[src/shared/usm_defs.svh]
// register offsets, field positions, reset values and timing counts
`ifndef USM_DEFS_SVH
`define USM_DEFS_SVH
`define USM_OFF_LINE_STATUS 32'h4000_8014
`define USM_OFF_MODEM_STATUS 32'h4000_8018
`define USM_OFF_SCRATCH 32'h4000_801c
`define USM_OFF_AUTOBAUD 32'h4000_8020
`define USM_OFF_MODEM_CTRL 32'h4000_8030
`define USM_OFF_FIFO_CTRL 32'h4000_8034
`define USM_OFF_CONFIG 32'h4000_8038
`define USM_OFF_DIVISOR 32'h4000_803c
`define USM_LSR_RX_FIFO_ERROR_SUMMARY_BIT 7
`define USM_LSR_TX_REJECT_ERROR_BIT 8
`define USM_MSR_STATE_LSB 4
`define USM_ACR_START_BIT 0
`define USM_ACR_MODE_BIT 1
`define USM_ACR_RESTART_BIT 2
`define USM_MCR_LOOP_BIT 4
`define USM_CFG_SC_BIT 0
`define USM_CFG_IRQEN_BIT 1
`define USM_CFG_RETRY_LSB 4
`define USM_RETRY_W 3
`define USM_SCRATCH_RST 8'h00
`define USM_PRESCALE 5'h10
`define USM_RATE_W 16
`endif

[src/shared/usm_pkg.sv]
// types shared by the status, modem and auto-baud register block
package usm_pkg;
  typedef enum logic [1:0] {
    USM_AB_IDLE = 2'b00,
    USM_AB_WAIT_FALL = 2'b01,
    USM_AB_COUNT = 2'b10
  } usm_ab_state_t;
endpackage

[src/usm_autobaud.sv]
// auto-baud rate measurement engine
`timescale 1ns/1ps
`include "usm_defs.svh"
module usm_autobaud
  import usm_pkg::*;
(
  input wire logic clk_in,
  input wire logic rst_b_in,
  input wire logic start_in,
  input wire logic stop_in,
  input wire logic mode_in,
  input wire logic restart_en_in,
  input wire logic rx_in,
  output logic busy_out,
  output logic done_out,
  output logic timeout_out,
  output logic [`USM_RATE_W-1:0] count_out
);
  usm_ab_state_t state, next_state;
  logic [`USM_RATE_W-1:0] count, next_count;
  logic [4:0] pre, next_pre;
  logic rx_d, done, next_done, tout, next_tout;
  logic fall, rise, tick;

  // rx_in is already synchronised by the caller
  assign fall = rx_d & ~rx_in;
  assign rise = ~rx_d & rx_in;
  assign tick = (pre == `USM_PRESCALE - 5'h01);
  assign busy_out = (state != USM_AB_IDLE);
  assign done_out = done;
  assign timeout_out = tout;
  assign count_out = count;

  // measurement sequence; stop by software wins over every next-state choice, but a done or time-out pulse in that cycle still fires
  always_comb
  begin
    next_state = state;
    next_count = count;
    next_pre = tick ? 5'h00 : pre + 5'h01;
    next_done = 1'b0;
    next_tout = 1'b0;
    case (state)
      USM_AB_IDLE:
      begin
        if (start_in)
        begin
          next_state = USM_AB_WAIT_FALL;
          next_count = '0;
        end
      end
      USM_AB_WAIT_FALL:
      begin
        next_pre = 5'h00;
        if (fall)
          next_state = USM_AB_COUNT;
      end
      USM_AB_COUNT:
      begin
        // mode 0 ends on next falling edge, mode 1 on rising edge
        if ((mode_in && rise) || (!mode_in && fall)) // see RULE17
        begin
          next_state = USM_AB_IDLE;
          next_done = 1'b1;
        end
        else if (tick && (&count)) // see RULE18
        begin
          next_tout = 1'b1;
          next_count = '0;
          next_state = restart_en_in ? USM_AB_WAIT_FALL : USM_AB_IDLE; // see RULE15
        end
        else if (tick)
          next_count = count + `USM_RATE_W'(1);
      end
      default:
        next_state = USM_AB_IDLE;
    endcase
    if (stop_in)
      next_state = USM_AB_IDLE;
  end

  always_ff @(posedge clk_in or negedge rst_b_in)
  begin
    if (!rst_b_in)
    begin
      state <= USM_AB_IDLE;
      count <= '0;
      pre <= 5'h00;
      rx_d <= 1'b1;
      done <= 1'b0;
      tout <= 1'b0;
    end
    else
    begin
      state <= next_state;
      count <= next_count;
      pre <= next_pre;
      rx_d <= rx_in;
      done <= next_done;
      tout <= next_tout;
    end
  end
endmodule

[src/usm_regs.sv]
// line/modem status, scratch and auto-baud control registers on avalon-mm
// Functional notes
// RULE1 - errored char into fifo sets error summary
// RULE2 - status read clears summary unless errors remain
// RULE3 - smart card reject beyond retries sets error
// RULE4 - cts change sets flag, read clears
// RULE5 - dsr change sets flag, read clears
// RULE6 - ri low-to-high sets flag, read clears
// RULE7 - dcd change sets flag, read clears
// RULE8 - bit4 is inverted cts or loopback bit1
// RULE9 - bit5 is inverted dsr or loopback bit0
// RULE10 - bit6 is inverted ri or loopback bit2
// RULE11 - bit7 is inverted dcd or loopback bit3
// RULE12 - scratch byte read/write, resets zero, no effect
// RULE13 - start bit runs, self-clears on completion
// RULE14 - mode bit selects measurement mode
// RULE15 - auto-restart on time-out at next fall
// RULE16 - software keeps reserved control bits zero
// RULE17 - mode0 fall-to-fall, mode1 fall-to-rise
// RULE18 - counter overflow means measurement time-out
// RULE19 - done loads divisor, raises enabled irq
// RULE20 - new modem event beats read clear
// RULE21 - reserved bits read zero, status writes ignored
//
// Our own choice: the Avalon-MM slave port.
`timescale 1ns/1ps
`include "usm_defs.svh"
module usm_regs
  import usm_pkg::*;
(
  input wire logic clk_in,
  input wire logic rst_b_in,
  input wire logic [31:0] avs_address_in,
  input wire logic avs_read_in,
  input wire logic avs_write_in,
  input wire logic [31:0] avs_writedata_in,
  input wire logic [3:0] avs_byteenable_in,
  output logic [31:0] avs_readdata_out,
  output logic avs_waitrequest_out,
  input wire logic cts_b_in,
  input wire logic dsr_b_in,
  input wire logic ri_b_in,
  input wire logic dcd_b_in,
  input wire logic rx_in,
  input wire logic rx_err_load_in,
  input wire logic rx_err_remaining_in,
  input wire logic tx_nack_in,
  input wire logic tx_char_start_in,
  output logic [15:0] divisor_out,
  output logic divisor_load_out,
  output logic autobaud_done_irq_out,
  output logic autobaud_timeout_out,
  output logic autobaud_busy_out
);
  // address match, used by the read mux and by every write strobe
  function automatic logic hit(input logic [31:0] addr, input logic [31:0] off);
    hit = (addr == off);
  endfunction

  logic ack, next_ack;
  logic [31:0] rdata, next_rdata;
  logic rd_acc, wr_acc;
  logic [3:0] pin_s1, pin_s2;
  logic [1:0] rx_s;
  logic [3:0] state_bits, state_prev, delta, next_delta, ev;
  logic rx_fifo_error_summary, next_rx_fifo_error_summary, tx_reject_error, next_tx_reject_error;
  logic [3:0] nacks, next_nacks;
  logic [7:0] scratch, next_scratch;
  logic mode, next_mode, restart, next_restart;
  logic [4:0] mctl, next_mctl;
  logic fifo_en, next_fifo_en;
  logic [7:0] cfg, next_cfg;
  logic [15:0] divisor, next_divisor;
  logic ab_start, ab_stop, ab_busy, ab_done, ab_tout;
  logic [15:0] ab_count;
  logic loop;
  logic [`USM_RETRY_W-1:0] retry;

  // one wait state: the access is taken at the edge where ack is high
  assign rd_acc = avs_read_in & ack;
  assign wr_acc = avs_write_in & ack & avs_byteenable_in[0];
  assign avs_waitrequest_out = (avs_read_in | avs_write_in) & ~ack;
  assign avs_readdata_out = rdata;
  assign loop = mctl[`USM_MCR_LOOP_BIT];
  assign retry = cfg[`USM_CFG_RETRY_LSB +: `USM_RETRY_W];

  // pin order in vectors: 0 cts, 1 dsr, 2 ri, 3 dcd; state is active high
  always_comb
  begin
    state_bits = ~pin_s2;
    if (loop)
      state_bits = {mctl[3], mctl[2], mctl[0], mctl[1]}; // see RULE8 RULE9 RULE10 RULE11
  end

  // change detect per modem line; ri only counts its trailing edge
  genvar g;
  generate
    for (g = 0; g < 4; g++)
    begin : g_delta
      if (g == 2)
      begin : g_ring
        assign ev[g] = state_prev[g] & ~state_bits[g]; // see RULE6
      end
      else
      begin : g_any
        assign ev[g] = state_prev[g] ^ state_bits[g]; // see RULE4 RULE5 RULE7
      end
      // set wins over a read in the same cycle
      assign next_delta[g] = ev[g] | (delta[g] &
        ~(rd_acc & hit(avs_address_in, `USM_OFF_MODEM_STATUS))); // see RULE20
    end
  endgenerate

  // auto-baud command strobes from a write to the control register
  assign ab_start = wr_acc & hit(avs_address_in, `USM_OFF_AUTOBAUD)
                    & avs_writedata_in[`USM_ACR_START_BIT]; // see RULE13
  assign ab_stop = wr_acc & hit(avs_address_in, `USM_OFF_AUTOBAUD)
                   & ~avs_writedata_in[`USM_ACR_START_BIT];

  usm_autobaud u_ab (
    .clk_in(clk_in),
    .rst_b_in(rst_b_in),
    .start_in(ab_start),
    .stop_in(ab_stop),
    .mode_in(mode),
    .restart_en_in(restart),
    .rx_in(rx_s[1]),
    .busy_out(ab_busy),
    .done_out(ab_done),
    .timeout_out(ab_tout),
    .count_out(ab_count)
  );

  // status flags, control bits and read mux
  always_comb
  begin
    next_ack = (avs_read_in | avs_write_in) & ~ack;
    next_rdata = rdata;
    next_rx_fifo_error_summary = rx_fifo_error_summary;
    next_tx_reject_error = tx_reject_error;
    next_nacks = nacks;
    next_scratch = scratch;
    next_mode = mode;
    next_restart = restart;
    next_mctl = mctl;
    next_fifo_en = fifo_en;
    next_cfg = cfg;
    next_divisor = divisor;
    // summary clears only when nothing errored is left behind; reject error clears on every read
    if (rd_acc && hit(avs_address_in, `USM_OFF_LINE_STATUS))
    begin
      if (!rx_err_remaining_in)
        next_rx_fifo_error_summary = 1'b0; // see RULE2
      next_tx_reject_error = 1'b0;
    end
    if (rx_err_load_in && fifo_en)
      next_rx_fifo_error_summary = 1'b1; // see RULE1
    // one nack beyond the retry budget flags the character
    if (tx_char_start_in)
      next_nacks = 4'h0;
    else if (tx_nack_in && cfg[`USM_CFG_SC_BIT])
    begin
      next_nacks = nacks + 4'h1;
      if (nacks == {1'b0, retry})
        next_tx_reject_error = 1'b1; // see RULE3
    end
    // status registers take no writes
    if (wr_acc)
    begin
      if (hit(avs_address_in, `USM_OFF_SCRATCH))
        next_scratch = avs_writedata_in[7:0]; // see RULE12
      if (hit(avs_address_in, `USM_OFF_AUTOBAUD))
      begin
        next_mode = avs_writedata_in[`USM_ACR_MODE_BIT]; // see RULE14
        next_restart = avs_writedata_in[`USM_ACR_RESTART_BIT];
      end
      if (hit(avs_address_in, `USM_OFF_MODEM_CTRL))
        next_mctl = avs_writedata_in[4:0];
      if (hit(avs_address_in, `USM_OFF_FIFO_CTRL))
        next_fifo_en = avs_writedata_in[0];
      if (hit(avs_address_in, `USM_OFF_CONFIG))
        next_cfg = avs_writedata_in[7:0];
      if (hit(avs_address_in, `USM_OFF_DIVISOR) && avs_byteenable_in[1])
        next_divisor = avs_writedata_in[15:0];
    end
    // measured count lands in the divisor latch pair
    if (ab_done)
      next_divisor = ab_count; // see RULE19
    // data is sampled on the edge that raises ack, stable while it is high
    if (next_ack)
    begin
      next_rdata = 32'h0000_0000; // see RULE21
      if (hit(avs_address_in, `USM_OFF_LINE_STATUS))
      begin
        next_rdata[`USM_LSR_RX_FIFO_ERROR_SUMMARY_BIT] = rx_fifo_error_summary & fifo_en; // see RULE1
        next_rdata[`USM_LSR_TX_REJECT_ERROR_BIT] = tx_reject_error;
      end
      if (hit(avs_address_in, `USM_OFF_MODEM_STATUS))
        next_rdata[7:0] = {state_bits[3], state_bits[2], state_bits[1], state_bits[0],
                           delta[3], delta[2], delta[1], delta[0]};
      if (hit(avs_address_in, `USM_OFF_SCRATCH))
        next_rdata[7:0] = scratch;
      // reserved control bits read zero regardless of what was written
      if (hit(avs_address_in, `USM_OFF_AUTOBAUD))
        next_rdata[2:0] = {restart, mode, ab_busy}; // see RULE13 RULE16
      if (hit(avs_address_in, `USM_OFF_MODEM_CTRL))
        next_rdata[4:0] = mctl;
      if (hit(avs_address_in, `USM_OFF_FIFO_CTRL))
        next_rdata[0] = fifo_en;
      if (hit(avs_address_in, `USM_OFF_CONFIG))
        next_rdata[7:0] = cfg;
      if (hit(avs_address_in, `USM_OFF_DIVISOR))
        next_rdata[15:0] = divisor;
    end
  end

  // data outputs from flops; busy is decoded from the engine state flops
  assign divisor_out = divisor;
  assign autobaud_busy_out = ab_busy;
  assign autobaud_timeout_out = ab_tout;

  // strobe outputs, one cycle after the engine reports
  logic load_q, irq_q;
  always_ff @(posedge clk_in or negedge rst_b_in)
  begin
    if (!rst_b_in)
    begin
      load_q <= 1'b0;
      irq_q <= 1'b0;
    end
    else
    begin
      load_q <= ab_done;
      irq_q <= ab_done & cfg[`USM_CFG_IRQEN_BIT]; // see RULE19
    end
  end
  assign divisor_load_out = load_q;
  assign autobaud_done_irq_out = irq_q;

  // pins pass two flops before anything looks at them
  always_ff @(posedge clk_in or negedge rst_b_in)
  begin
    if (!rst_b_in)
    begin
      pin_s1 <= 4'hf;
      pin_s2 <= 4'hf;
      rx_s <= 2'h3;
      state_prev <= 4'h0;
    end
    else
    begin
      pin_s1 <= {dcd_b_in, ri_b_in, dsr_b_in, cts_b_in};
      pin_s2 <= pin_s1;
      rx_s <= {rx_s[0], rx_in};
      state_prev <= state_bits;
    end
  end

  // register file
  always_ff @(posedge clk_in or negedge rst_b_in)
  begin
    if (!rst_b_in)
    begin
      ack <= 1'b0;
      rdata <= 32'h0000_0000;
      delta <= 4'h0;
      rx_fifo_error_summary <= 1'b0;
      tx_reject_error <= 1'b0;
      nacks <= 4'h0;
      scratch <= `USM_SCRATCH_RST;
      mode <= 1'b0;
      restart <= 1'b0;
      mctl <= 5'h00;
      fifo_en <= 1'b0;
      cfg <= 8'h00;
      divisor <= 16'h0000;
    end
    else
    begin
      ack <= next_ack;
      rdata <= next_rdata;
      delta <= next_delta;
      rx_fifo_error_summary <= next_rx_fifo_error_summary;
      tx_reject_error <= next_tx_reject_error;
      nacks <= next_nacks;
      scratch <= next_scratch;
      mode <= next_mode;
      restart <= next_restart;
      mctl <= next_mctl;
      fifo_en <= next_fifo_en;
      cfg <= next_cfg;
      divisor <= next_divisor;
    end
  end
endmodule

[config.mk]
export PLATFORM = sky130hd
export DESIGN_NAME = usm_regs
export DESIGN_NICKNAME = d
export VERILOG_FILES = /design/src/shared/usm_pkg.sv /design/src/usm_autobaud.sv /design/src/usm_regs.sv
export VERILOG_INCLUDE_DIRS = /design/src /design/src/shared
export SDC_FILE = /design/constraint.sdc
export NUM_CORES = 1
export LEC_CHECK = 0
export BUFFER_PORTS_ARGS = -buffer_cell sky130_fd_sc_hd__buf_4
export CAP_MARGIN = 0
export CORE_ASPECT_RATIO = 1.75
export CORE_MARGIN = 2
export CORE_UTILIZATION = 56
export DETAILED_ROUTE_END_ITERATION = 8
export GPL_ROUTABILITY_DRIVEN = 0
export PLACE_DENSITY = 0.83
export SETUP_SLACK_MARGIN = 0.4
export SLEW_MARGIN = 0
export SYNTH_ARGS = -nofsm -noshare
export SYNTH_HDL_FRONTEND = slang
export SYNTH_SLANG_ARGS = --single-unit
[constraint.sdc]
create_clock -name clk_in -period 3.8 [get_ports clk_in]
set_clock_uncertainty 0.1 [all_clocks]
set_input_delay 0 -clock clk_in [delete_from_list [all_inputs] [get_ports clk_in]]
set_output_delay 0 -clock clk_in [all_outputs]
set_load 0.02 [all_outputs]
==> results.toml, run 1 <==
[outcome]
status = "finished, violations left"
failed_checks = "negative hold slack"

[yosys]
synth_seq_cells = 109
seq_area_frac_synth = 0.5066
synthCells = 502
yosysUniqueCellTypes = 71
synth.largest_area_cell = "dfrtp_1"
synth_top_area_share = 0.4532
postSynth.asyncResetShare = 1.000
ys_top_cells_by_area = "dfrtp_1, dfstp_2, mux2_2"
synth_ff_type = "dfrtp_1"
avgSynthCellArea_sq_um = 10.78
synth_edf_count = 0
netlist_area_sq_um = 5411
yosysWarnings = 0

[power_and_ir_drop]
p_leak_nw = 3.047
powerDensity_nw_per_um2 = 443.0
vdd_drop_max_uv = 321.2

[global_route]
grt_pass1_wl_um = 24290
grt_overflow = 0
grt_start_max_net_pins = 80
antenna_found_initial = 1
grt_pass1_vias = 4848
grt.total_usage = 0.2982

[setup_path]
reg2regPathDepth = 6
r2r-end = "u_ab.count_out[13]"
crit_required_ns = 3.97
r2r_slack_ns = 1.21
critPathLaunch = "u_ab.count_out[0]"
start_kind = "flip-flop"
cp-end-kind = "flip-flop"
crit_arrival_ns = 2.76
critPathKind = "reg -> reg"
cp_max_fo = 10
reg2reg_from = "u_ab.count_out[0]"

[drt]
via_per_inst = 6.180
ant_nets = 0
num_vias = 4641
drt_iter0_markers = 318
wl_per_cell_um = 19.85
finalWirelength_um = 14910
route.detailed.drc = 0
dr.pass1.iters = 5

[floorplan]
die_x_um = 78.31
initial_utilization = 0.5751
die_area_sq_um = 10500
io_pins = 134
core-area_sq_um = 9409
die_h_um = 134.0
rows = 47

[layout]
fin_area_sq_um = 6780
nets = 707
syn2layout_area_growth_pct = 25.29
fill_cells = 652
drive_gt1_frac = 0.2755
final_cell_mix = "buf_4, dfrtp_1, nand2_1, dlygate4sd3_1, nor2_1"
finish.utilization = 0.7206
mostFrequentLayoutCell = "buf_4"

[flow_run]
drv_cap = 0

[clock_network]
h-tree-depth = 3
clock_path_buffers = 2
cts_sinks = 109
clkTransAtPathRegs_ns = 0.07
worst_skew_pair.late_latency_ns = 0.35
numCtsBuffers = 9
cts_resized = 0
cts_tree = "done"
cts_root_buffer = "clkbuf_16"

[sta]
fin_setup_tns_ns = 0
hold_viol_final = 2
rsz0062_at_grt = "false"
worst_slew_pin_slew_ns = 0.9583
period_share = 0.6808
finalSetupViolCount = 0
period_minus_slack_ns = 2.587
clock.fmax_ghz = 0.3865
max_slew_margin = 0.3552
fin_hold_ws_ns = -0.0002254
slew_violations = 0

[hold_path]
hold_path_startpoint = "avs_read_in"
hp-class = "in -> reg"
hold_depth = 3
hold_path_end = "delta[0]"

[place]
dp_hpwl_um = 10640
placed_cell_area_sq_um = 6196
port_buffers = 99
## per-stage QoR
step	hold WS [ns]	setup WS [ns]	instances	power [mW]
floorplan	-0.3956	1.636	517	1.716
global placement	0.009933	1.395	707	1.983
detailed placement	0.009464	1.294	707	2.013
CTS	0.002052	1.281	750	3.003
global route	0.02213	1.104	751	3.122
finish	-0.0002254	1.213	751	3.003
## cell type report
type | instances | area, sq um | area share
Sequential cell | 109 | 2741 | 0.4043
Multi-Input combinational cell | 356 | 2457 | 0.3624
Timing Repair Buffer | 132 | 1059 | 0.1561
Clock buffer | 12 | 256.5 | 0.03783
Tap cell | 122 | 152.6 | 0.02251
Inverter | 15 | 56.30 | 0.008304
Clock inverter | 4 | 55.05 | 0.008120
Antenna cell | 1 | 2.502 | 0.0003691
## repair_timing
action,CTS,global route
buffers inserted,0,0
hold buffers,27,0
endpoints found under the hold margin,120,0
## Yosys cell counts (all sizes together) (7+ instances only)
cell type	n
a21oi	15
a22o	17
a22oi	8
and3	7
buf	26
clkbuf	11
dfrtp	98
dfstp	11
inv	15
mux2	25
mux2i	20
nand2	41
nand3	22
nor2	27
nor2b	9
nor3	8
nor4	14
o21ai	27
o22ai	8
xor2	7
## how the worst max path moves through the flow
stage,endpoint,cells past startpoint
CTS,u_ab.count_out[4],6
floorplan,u_ab.count_out[15],6
global placement,u_ab.count_out[4],6
detailed placement,u_ab.count_out[4],6
finish,u_ab.count_out[13],6
global route,u_ab.count_out[4],6
## worst max-delay path: stages, from the launching register on
cell and delay (ns):
dfrtp_1 0.43, ha_1 0.27, nand3_1 0.21, nor4_4 0.10
a31oi_1 0.76, o21ai_1 0.40, o2bb2ai_1 0.24
## state kept, by name (all words and copies together) (netlist names), 2 cells and up
signal            flops
nacks                 4
rx_s                  2
u_ab.count_out       16
avs_readdata_out     16
u_ab.pre              5
pin_s1                4
divisor_out          16
cfg                   8
pin_s2                4
mctl                  5
scratch               8
state_prev            4
delta                 4
u_ab.state            2
## layer usage
| metal | wire (um) | vias up | GRT usage |
|---|---|---|---|
| met5 | 0 | - | 0 |
| met4 | 810 | 0 | 0.1813 |
| met3 | 797 | 59 | 0.05384 |
| met2 | 8026 | 228 | 0.5230 |
| met1 | 5274 | 2278 | 0.3317 |
| li1 | - | 2076 | - |
## cell families after synthesis
logic type / Yosys count / synth area share
simple gates: 165 / 0.1741
compound gates: 117 / 0.1540
mux: 45 / 0.08902
other cells: 1 / 0.0006930
buf+inv: 52 / 0.05249
flops: 109 / 0.5066
xor+xnor: 10 / 0.01619
fa+ha+maj: 3 / 0.006937
## power by group
| part | leakage [nW] | switching (mW) | total (mW) | internal [mW] |
|---|---|---|---|---|
| Sequential | 1.42 | 0.122 | 1.40 | 1.28 |
| Clock | 0.149 | 0.423 | 0.974 | 0.551 |
| Combinational | 1.48 | 0.361 | 0.628 | 0.267 |
No activity file was read; power rests on OpenSTA's default activity.
==> run 2: changes to the inputs <==
--- a/config.mk
+++ b/config.mk
@@ -10,10 +10,10 @@
 export CAP_MARGIN = 0
 export CORE_ASPECT_RATIO = 1.75
 export CORE_MARGIN = 2
-export CORE_UTILIZATION = 56
+export CORE_UTILIZATION = 54
 export DETAILED_ROUTE_END_ITERATION = 8
 export GPL_ROUTABILITY_DRIVEN = 0
-export PLACE_DENSITY = 0.83
+export PLACE_DENSITY = 0.81
 export SETUP_SLACK_MARGIN = 0.4
 export SLEW_MARGIN = 0
 export SYNTH_ARGS = -nofsm -noshare
==> constraint.sdc (replaced) <==
create_clock -name clk_in -period 2.6 [get_ports clk_in]
set_clock_uncertainty 0.1 [all_clocks]
set_input_delay 0 -clock clk_in [delete_from_list [all_inputs] [get_ports clk_in]]
set_output_delay 0 -clock clk_in [all_outputs]
set_load 0.02 [all_outputs]
==> run 2 against run 1 <==
First-iteration DRC count increased by 36%. Maximum frequency increased by 15%. Wire length increased by 8.3%. Clock power increased by 50%. Final area is 4.6% higher. Total power is 51% higher. Sequential share of layout area fell by 1.8 points. Die area increased by 3.5%. Largest cell class unchanged. Flip-flop and latch count is the same. Critical path depth unchanged. Combinational power increased by 62%. Critical endpoint is now u_ab.count_out[4]. The run now ends clean. Non-clock buffer count up 28.
==> results.toml, run 2 (synthesis results as in run 1) <==
[outcome]
status = "finished clean"

[layout]
n_antenna_cell = 0
finish.utilization = 0.7247
syn2layout_area_growth_pct = 31.10
nets = 735
final_cell_mix = "buf_4, dfrtp_1, nand2_1, nor2_1, dlygate4sd3_1"
drive_gt1_frac = 0.3247
fill_cells = 649
mostFrequentLayoutCell = "buf_4"

[setup_path]
crit_slowest_cell = "or4_4"
worstPathCellList = "nor4_2 -> nand4_1 -> or4_4 -> buf_6 -> a2111oi_4 -> a211o_1"
critPathMaxStageDelay_ns = 0.60
cp.buffers_inverters = 1
crit_arrival_ns = 2.43
start_kind = "flip-flop"
r2r_slack_ns = 0.36
crit_required_ns = 2.79
cp-end-kind = "flip-flop"
critPathKind = "reg -> reg"
cp_max_fo = 5
cp_top_family = "simple AND/OR/NAND/NOR gates"

[global_route]
grt.total_usage = 0.3004
grt_pass1_wl_um = 24920
grt_start_max_net_pins = 47
grt_pass1_vias = 4787
grt_overflow = 0
antenna_found_initial = 0

[drt]
route.detailed.drc = 0
num_vias = 4835
dr.pass1.iters = 5
wl_per_cell_um = 20.67
finalWirelength_um = 16150
ant_nets = 0
drt_iter0_markers = 433
via_per_inst = 6.191

[power_and_ir_drop]
powerDensity_nw_per_um2 = 638.2
p_leak_nw = 3.210
vdd_drop_max_uv = 454.2

[sta]
hold_viol_final = 0
finalSetupViolCount = 0
period_minus_slack_ns = 2.241
max_slew_margin = 0.3523
slew_violations = 0
worst_slew_pin_slew_ns = 0.9716
rsz0062_at_grt = "true"
fin_setup_tns_ns = 0
clock.fmax_ghz = 0.4462
period_share = 0.8619

[floorplan]
die_x_um = 79.67
rows = 48
die_h_um = 136.4
core-area_sq_um = 9789
die_area_sq_um = 10870
io_pins = 134
initial_utilization = 0.5528

[place]
dp_hpwl_um = 10910
port_buffers = 99

[clock_network]
h-tree-depth = 3
worst_skew_pair.late_latency_ns = 0.36
cts_root_buffer = "clkbuf_16"
clkTransAtPathRegs_ns = 0.07
cts_tree = "done"
numCtsBuffers = 9
clock_path_buffers = 2
cts_sinks = 109

[flow_run]
drv_cap = 0

[hold_path]
hp-class = "in -> reg"
[run 2: cell types whose count changed in the layout (fill, tap and decap cells not counted), sizes merged]
cell         delta
buf            +29
clkbuf          -1
diode           -1
dlygate4sd3     -1
inv             +1
[run 2: worst paths after layout]
| path | start | end | cells past startpoint |
|---|---|---|---|
| worst max-delay path | u_ab.state[1] | u_ab.count_out[4] | 6 |
| worst min-delay path | avs_read_in | delta[0] | 3 |
| worst max register to register | u_ab.state[1] | u_ab.count_out[4] | 6 |
| worst min register to register | pin_s1[3] | pin_s2[3] | 0 |
| max in group asynchronous | rst_b_in | pin_s1[2] | 3 |
| min in group asynchronous | rst_b_in | u_ab.count_out[6] | 2 |
[run 2: power by group]
part | switching, mW | internal (mW) | total, mW
Sequential | 0.179 | 1.87 | 2.05
Combinational | 0.570 | 0.449 | 1.02
Clock | 0.650 | 0.809 | 1.46
Total | 1.40 | 3.13 | 4.53
[run 2: worst reg2reg max path: cells and delay by family (launching register included)]
family	cells	cell delay, ns
AOI/OAI and AO/OA	2	0.49
DFF	1	0.43
and+or+nand+nor	3	1.00
buffers and inverters	1	0.16
[run 2: cell type report]
type	instances	area, sq um	share of cell area
sequential	109	2744	0.3868
multi-input combinational	356	2534	0.3571
timing repair buffer	160	1287	0.1815
clock buffer	11	252.7	0.03563
tap	125	156.4	0.02205
clock inverter	5	63.81	0.008995
inverter	15	56.30	0.007937
[run 2: what timing repair did]
action / in CTS / in global routing
buffers inserted: 1 / 18
cloned: 0 / 0
resized for setup: 3 / 17
endpoints found under the hold margin: 96 / 0
endpoints found under the setup margin: 15 / 16
hold buffers: 26 / 0
pin swaps: 3 / 12
[run 2: metrics by stage]
stage                     hold WS (ns)  setup slack [ns]  total power [mW]  cell area, sq um  instances
after floorplan                -0.3956            0.4356             2.508              5468        517
after global placement        -0.07533            0.3107             2.906              6275        720
after detailed placement      -0.06877            0.1870             2.954              6275        720
after CTS                     0.005647            0.3958             4.418              6874        763
after global routing           0.01979            0.3190             4.698              7094        781
final                         0.006393            0.3590             4.528              7094        781
[run 2: per-layer routing]
layer,track usage,wire length [um]
met5,0,0
met4,0.1676,926
met1,0.3414,5662
met2,0.5224,8611
met3,0.05511,944
==> run 3: changes to the inputs <==
==> constraint.sdc (replaced) <==
create_clock -name clk_in -period 2.6 [get_ports clk_in]
set_clock_uncertainty 0.1 [all_clocks]
set_input_delay 0.26 -clock clk_in [delete_from_list [all_inputs] [get_ports clk_in]]
set_output_delay 0.26 -clock clk_in [all_outputs]
set_load 0.02 [all_outputs]
==> run 3 against run 2 <==
Maximum frequency rose by 3.2%. Clock power is 14% lower. Total power shrank 6.3%. Wire length down 4.5%. Flip-flop and latch count unchanged. Setup slack better by 0.069 ns. Final area fell by 3.2%.
==> results.toml, run 3 (synthesis results as in run 1) <==
[sta]
fin_setup_tns_ns = 0
clock.fmax_ghz = 0.4605
period_share = 0.8353
worst_slew_pin_slew_ns = 0.9136
slew_violations = 0
fin_hold_ws_ns = 0.01007
finalSetupViolCount = 0
max_slew_margin = 0.3909
hold_viol_final = 0
period_minus_slack_ns = 2.172
rsz0062_at_grt = "true"

[layout]
mostFrequentLayoutCell = "buf_4"
final_cell_mix = "buf_4, dfrtp_1, nand2_1, nor2_1, mux2_2"
drive_gt1_frac = 0.3307
finish.utilization = 0.7014
stdcell_count = 763
syn2layout_area_growth_pct = 26.89
n_antenna_cell = 0
nets = 718
fin_area_sq_um = 6867

[floorplan]
rows = 48
die_h_um = 136.4
initial_utilization = 0.5528
io_pins = 134
die_area_sq_um = 10870
die_x_um = 79.67
core-area_sq_um = 9789

[setup_path]
worstPathCellList = "nor4_4 -> nand4_1 -> buf_4 -> buf_4 -> buf_4 -> nor4_4 -> buf_6 -> nor2_1 -> a211o_1"
cp_max_fo = 8
critPathKind = "reg -> reg"
reg2regPathDepth = 9
crit_required_ns = 2.74
critPathMaxStageDelay_ns = 0.43
cpMostUsedCell = "buf_4"
cp-end-kind = "flip-flop"
start_kind = "flip-flop"
crit_slowest_cell = "dfrtp_2"
cp.buffers_inverters = 4
crit_arrival_ns = 2.31
cp_top_family = "simple AND/OR/NAND/NOR gates"
crit_cells = 9

[hold_path]
hp-class = "in -> reg"
hold_depth = 3

[clock_network]
cts_root_buffer = "clkbuf_16"
numCtsBuffers = 9
cts_tree = "done"
clkTransAtPathRegs_ns = 0.07
cts_sinks = 109
h-tree-depth = 3
worst_skew_pair.late_latency_ns = 0.35
clock_path_buffers = 2

[global_route]
busiest_layer = "met2"
grt_overflow = 0
met2_usage = 0.4865
grt.total_usage = 0.2846
grt_pass1_wl_um = 23480
grt_start_max_net_pins = 54
met3_usage = 0.04980
antenna_found_initial = 0
grt_use_met1 = 0.3140
grt_pass1_vias = 4724

[drt]
dr.pass1.iters = 5
finalWirelength_um = 15410
ant_nets = 0
route.detailed.drc = 0
drt_iter0_markers = 456
wl_per_cell_um = 20.20
via_per_inst = 6.187
num_vias = 4721

[outcome]
status = "finished clean"

[power_and_ir_drop]
netSwitchingPower_mw = 1.299
p_seq_frac = 0.480
p_leak_nw = 3.116
clkPwrFrac = 0.297
p_sw_frac = 0.3061
vdd_drop_max_uv = 387.1
powerDensity_nw_per_um2 = 617.9
internal_power_mw = 2.944
p_comb_frac = 0.222

[flow_run]
drv_cap = 0

[place]
placed_cells = 723
port_buffers = 99
dp_hpwl_um = 10800
placed_cell_area_sq_um = 6322
-- run 3: cell types whose count changed in the layout (fill, tap and decap cells not counted), moves of 2 or more --
| cell | previous run | this run |
|---|---|---|
| dlygate4sd3_1 | 26 | 7 |
| buf_4 | 129 | 133 |
| buf_6 | 3 | 1 |
| inv_6 | 2 | 0 |
| nor4_2 | 3 | 1 |
| nor4_4 | 1 | 3 |
-- run 3: area by class of cell --
class / instances / area (sq um)
inverter: 15 / 56.30
sequential: 109 / 2745
clock buffer: 11 / 242.7
clock inverter: 4 / 25.02
timing repair buffer: 143 / 1120
tap: 125 / 156.4
fill: 680 / 2923
multi-input combinational: 356 / 2521
-- run 3: metrics by stage --
stage | total power [mW] | worst slack, ns
final | 4.243 | 0.4283
after global routing | 4.406 | 0.3309
after CTS | 4.231 | 0.3903
after detailed placement | 2.952 | 0.08143
after global placement | 2.910 | 0.1350
after floorplan | 2.508 | 0.4356
-- run 3: tightest hold or removal path: cells and delay by family --
| family | cells | cell delay [ns] |
|---|---|---|
| and+or+nand+nor | 2 | 0.09 |
| buffers and inverters | 1 | 0.08 |
-- run 3: power by group through the flow --
stage / registers [mW] / clock network, mW / logic (mW)
after floorplan: 2.15 / 0 / 0.355
after global placement: 2.06 / 0 / 0.854
after detailed placement: 2.07 / 0 / 0.880
after CTS: 2.03 / 1.27 / 0.931
after global routing: 2.06 / 1.33 / 1.02
final: 2.04 / 1.26 / 0.943
-- run 3: timing repair --
| action | CTS | global route |
|---|---|---|
| endpoints found under the setup margin | 11 | 34 |
| hold buffers | 7 | 0 |
| endpoints found under the hold margin | 48 | 0 |
| resized for setup | 4 | 11 |
| setup buffers | 7 | 11 |
| pin swaps | 2 | 7 |
-- run 3: path summary, 6_finish.rpt --
check,slack (ns),endpoint,from
max,0.43,u_ab.count_out[4],u_ab.state[1]
max reg2reg,0.43,u_ab.count_out[4],u_ab.state[1]
min,0.01,rx_fifo_error_summary,rx_err_load_in
max in group asynchronous,1.26,cfg[2],rst_b_in
min reg2reg,0.25,pin_s2[0],pin_s1[0]
min in group asynchronous,0.41,u_ab.pre[4],rst_b_in
-- run 3: routing by layer --
metal,wire length [um],share of wire
met2,8072,0.52
met3,874,0.057
met4,1041,0.068
met5,0,0
met1,5424,0.35
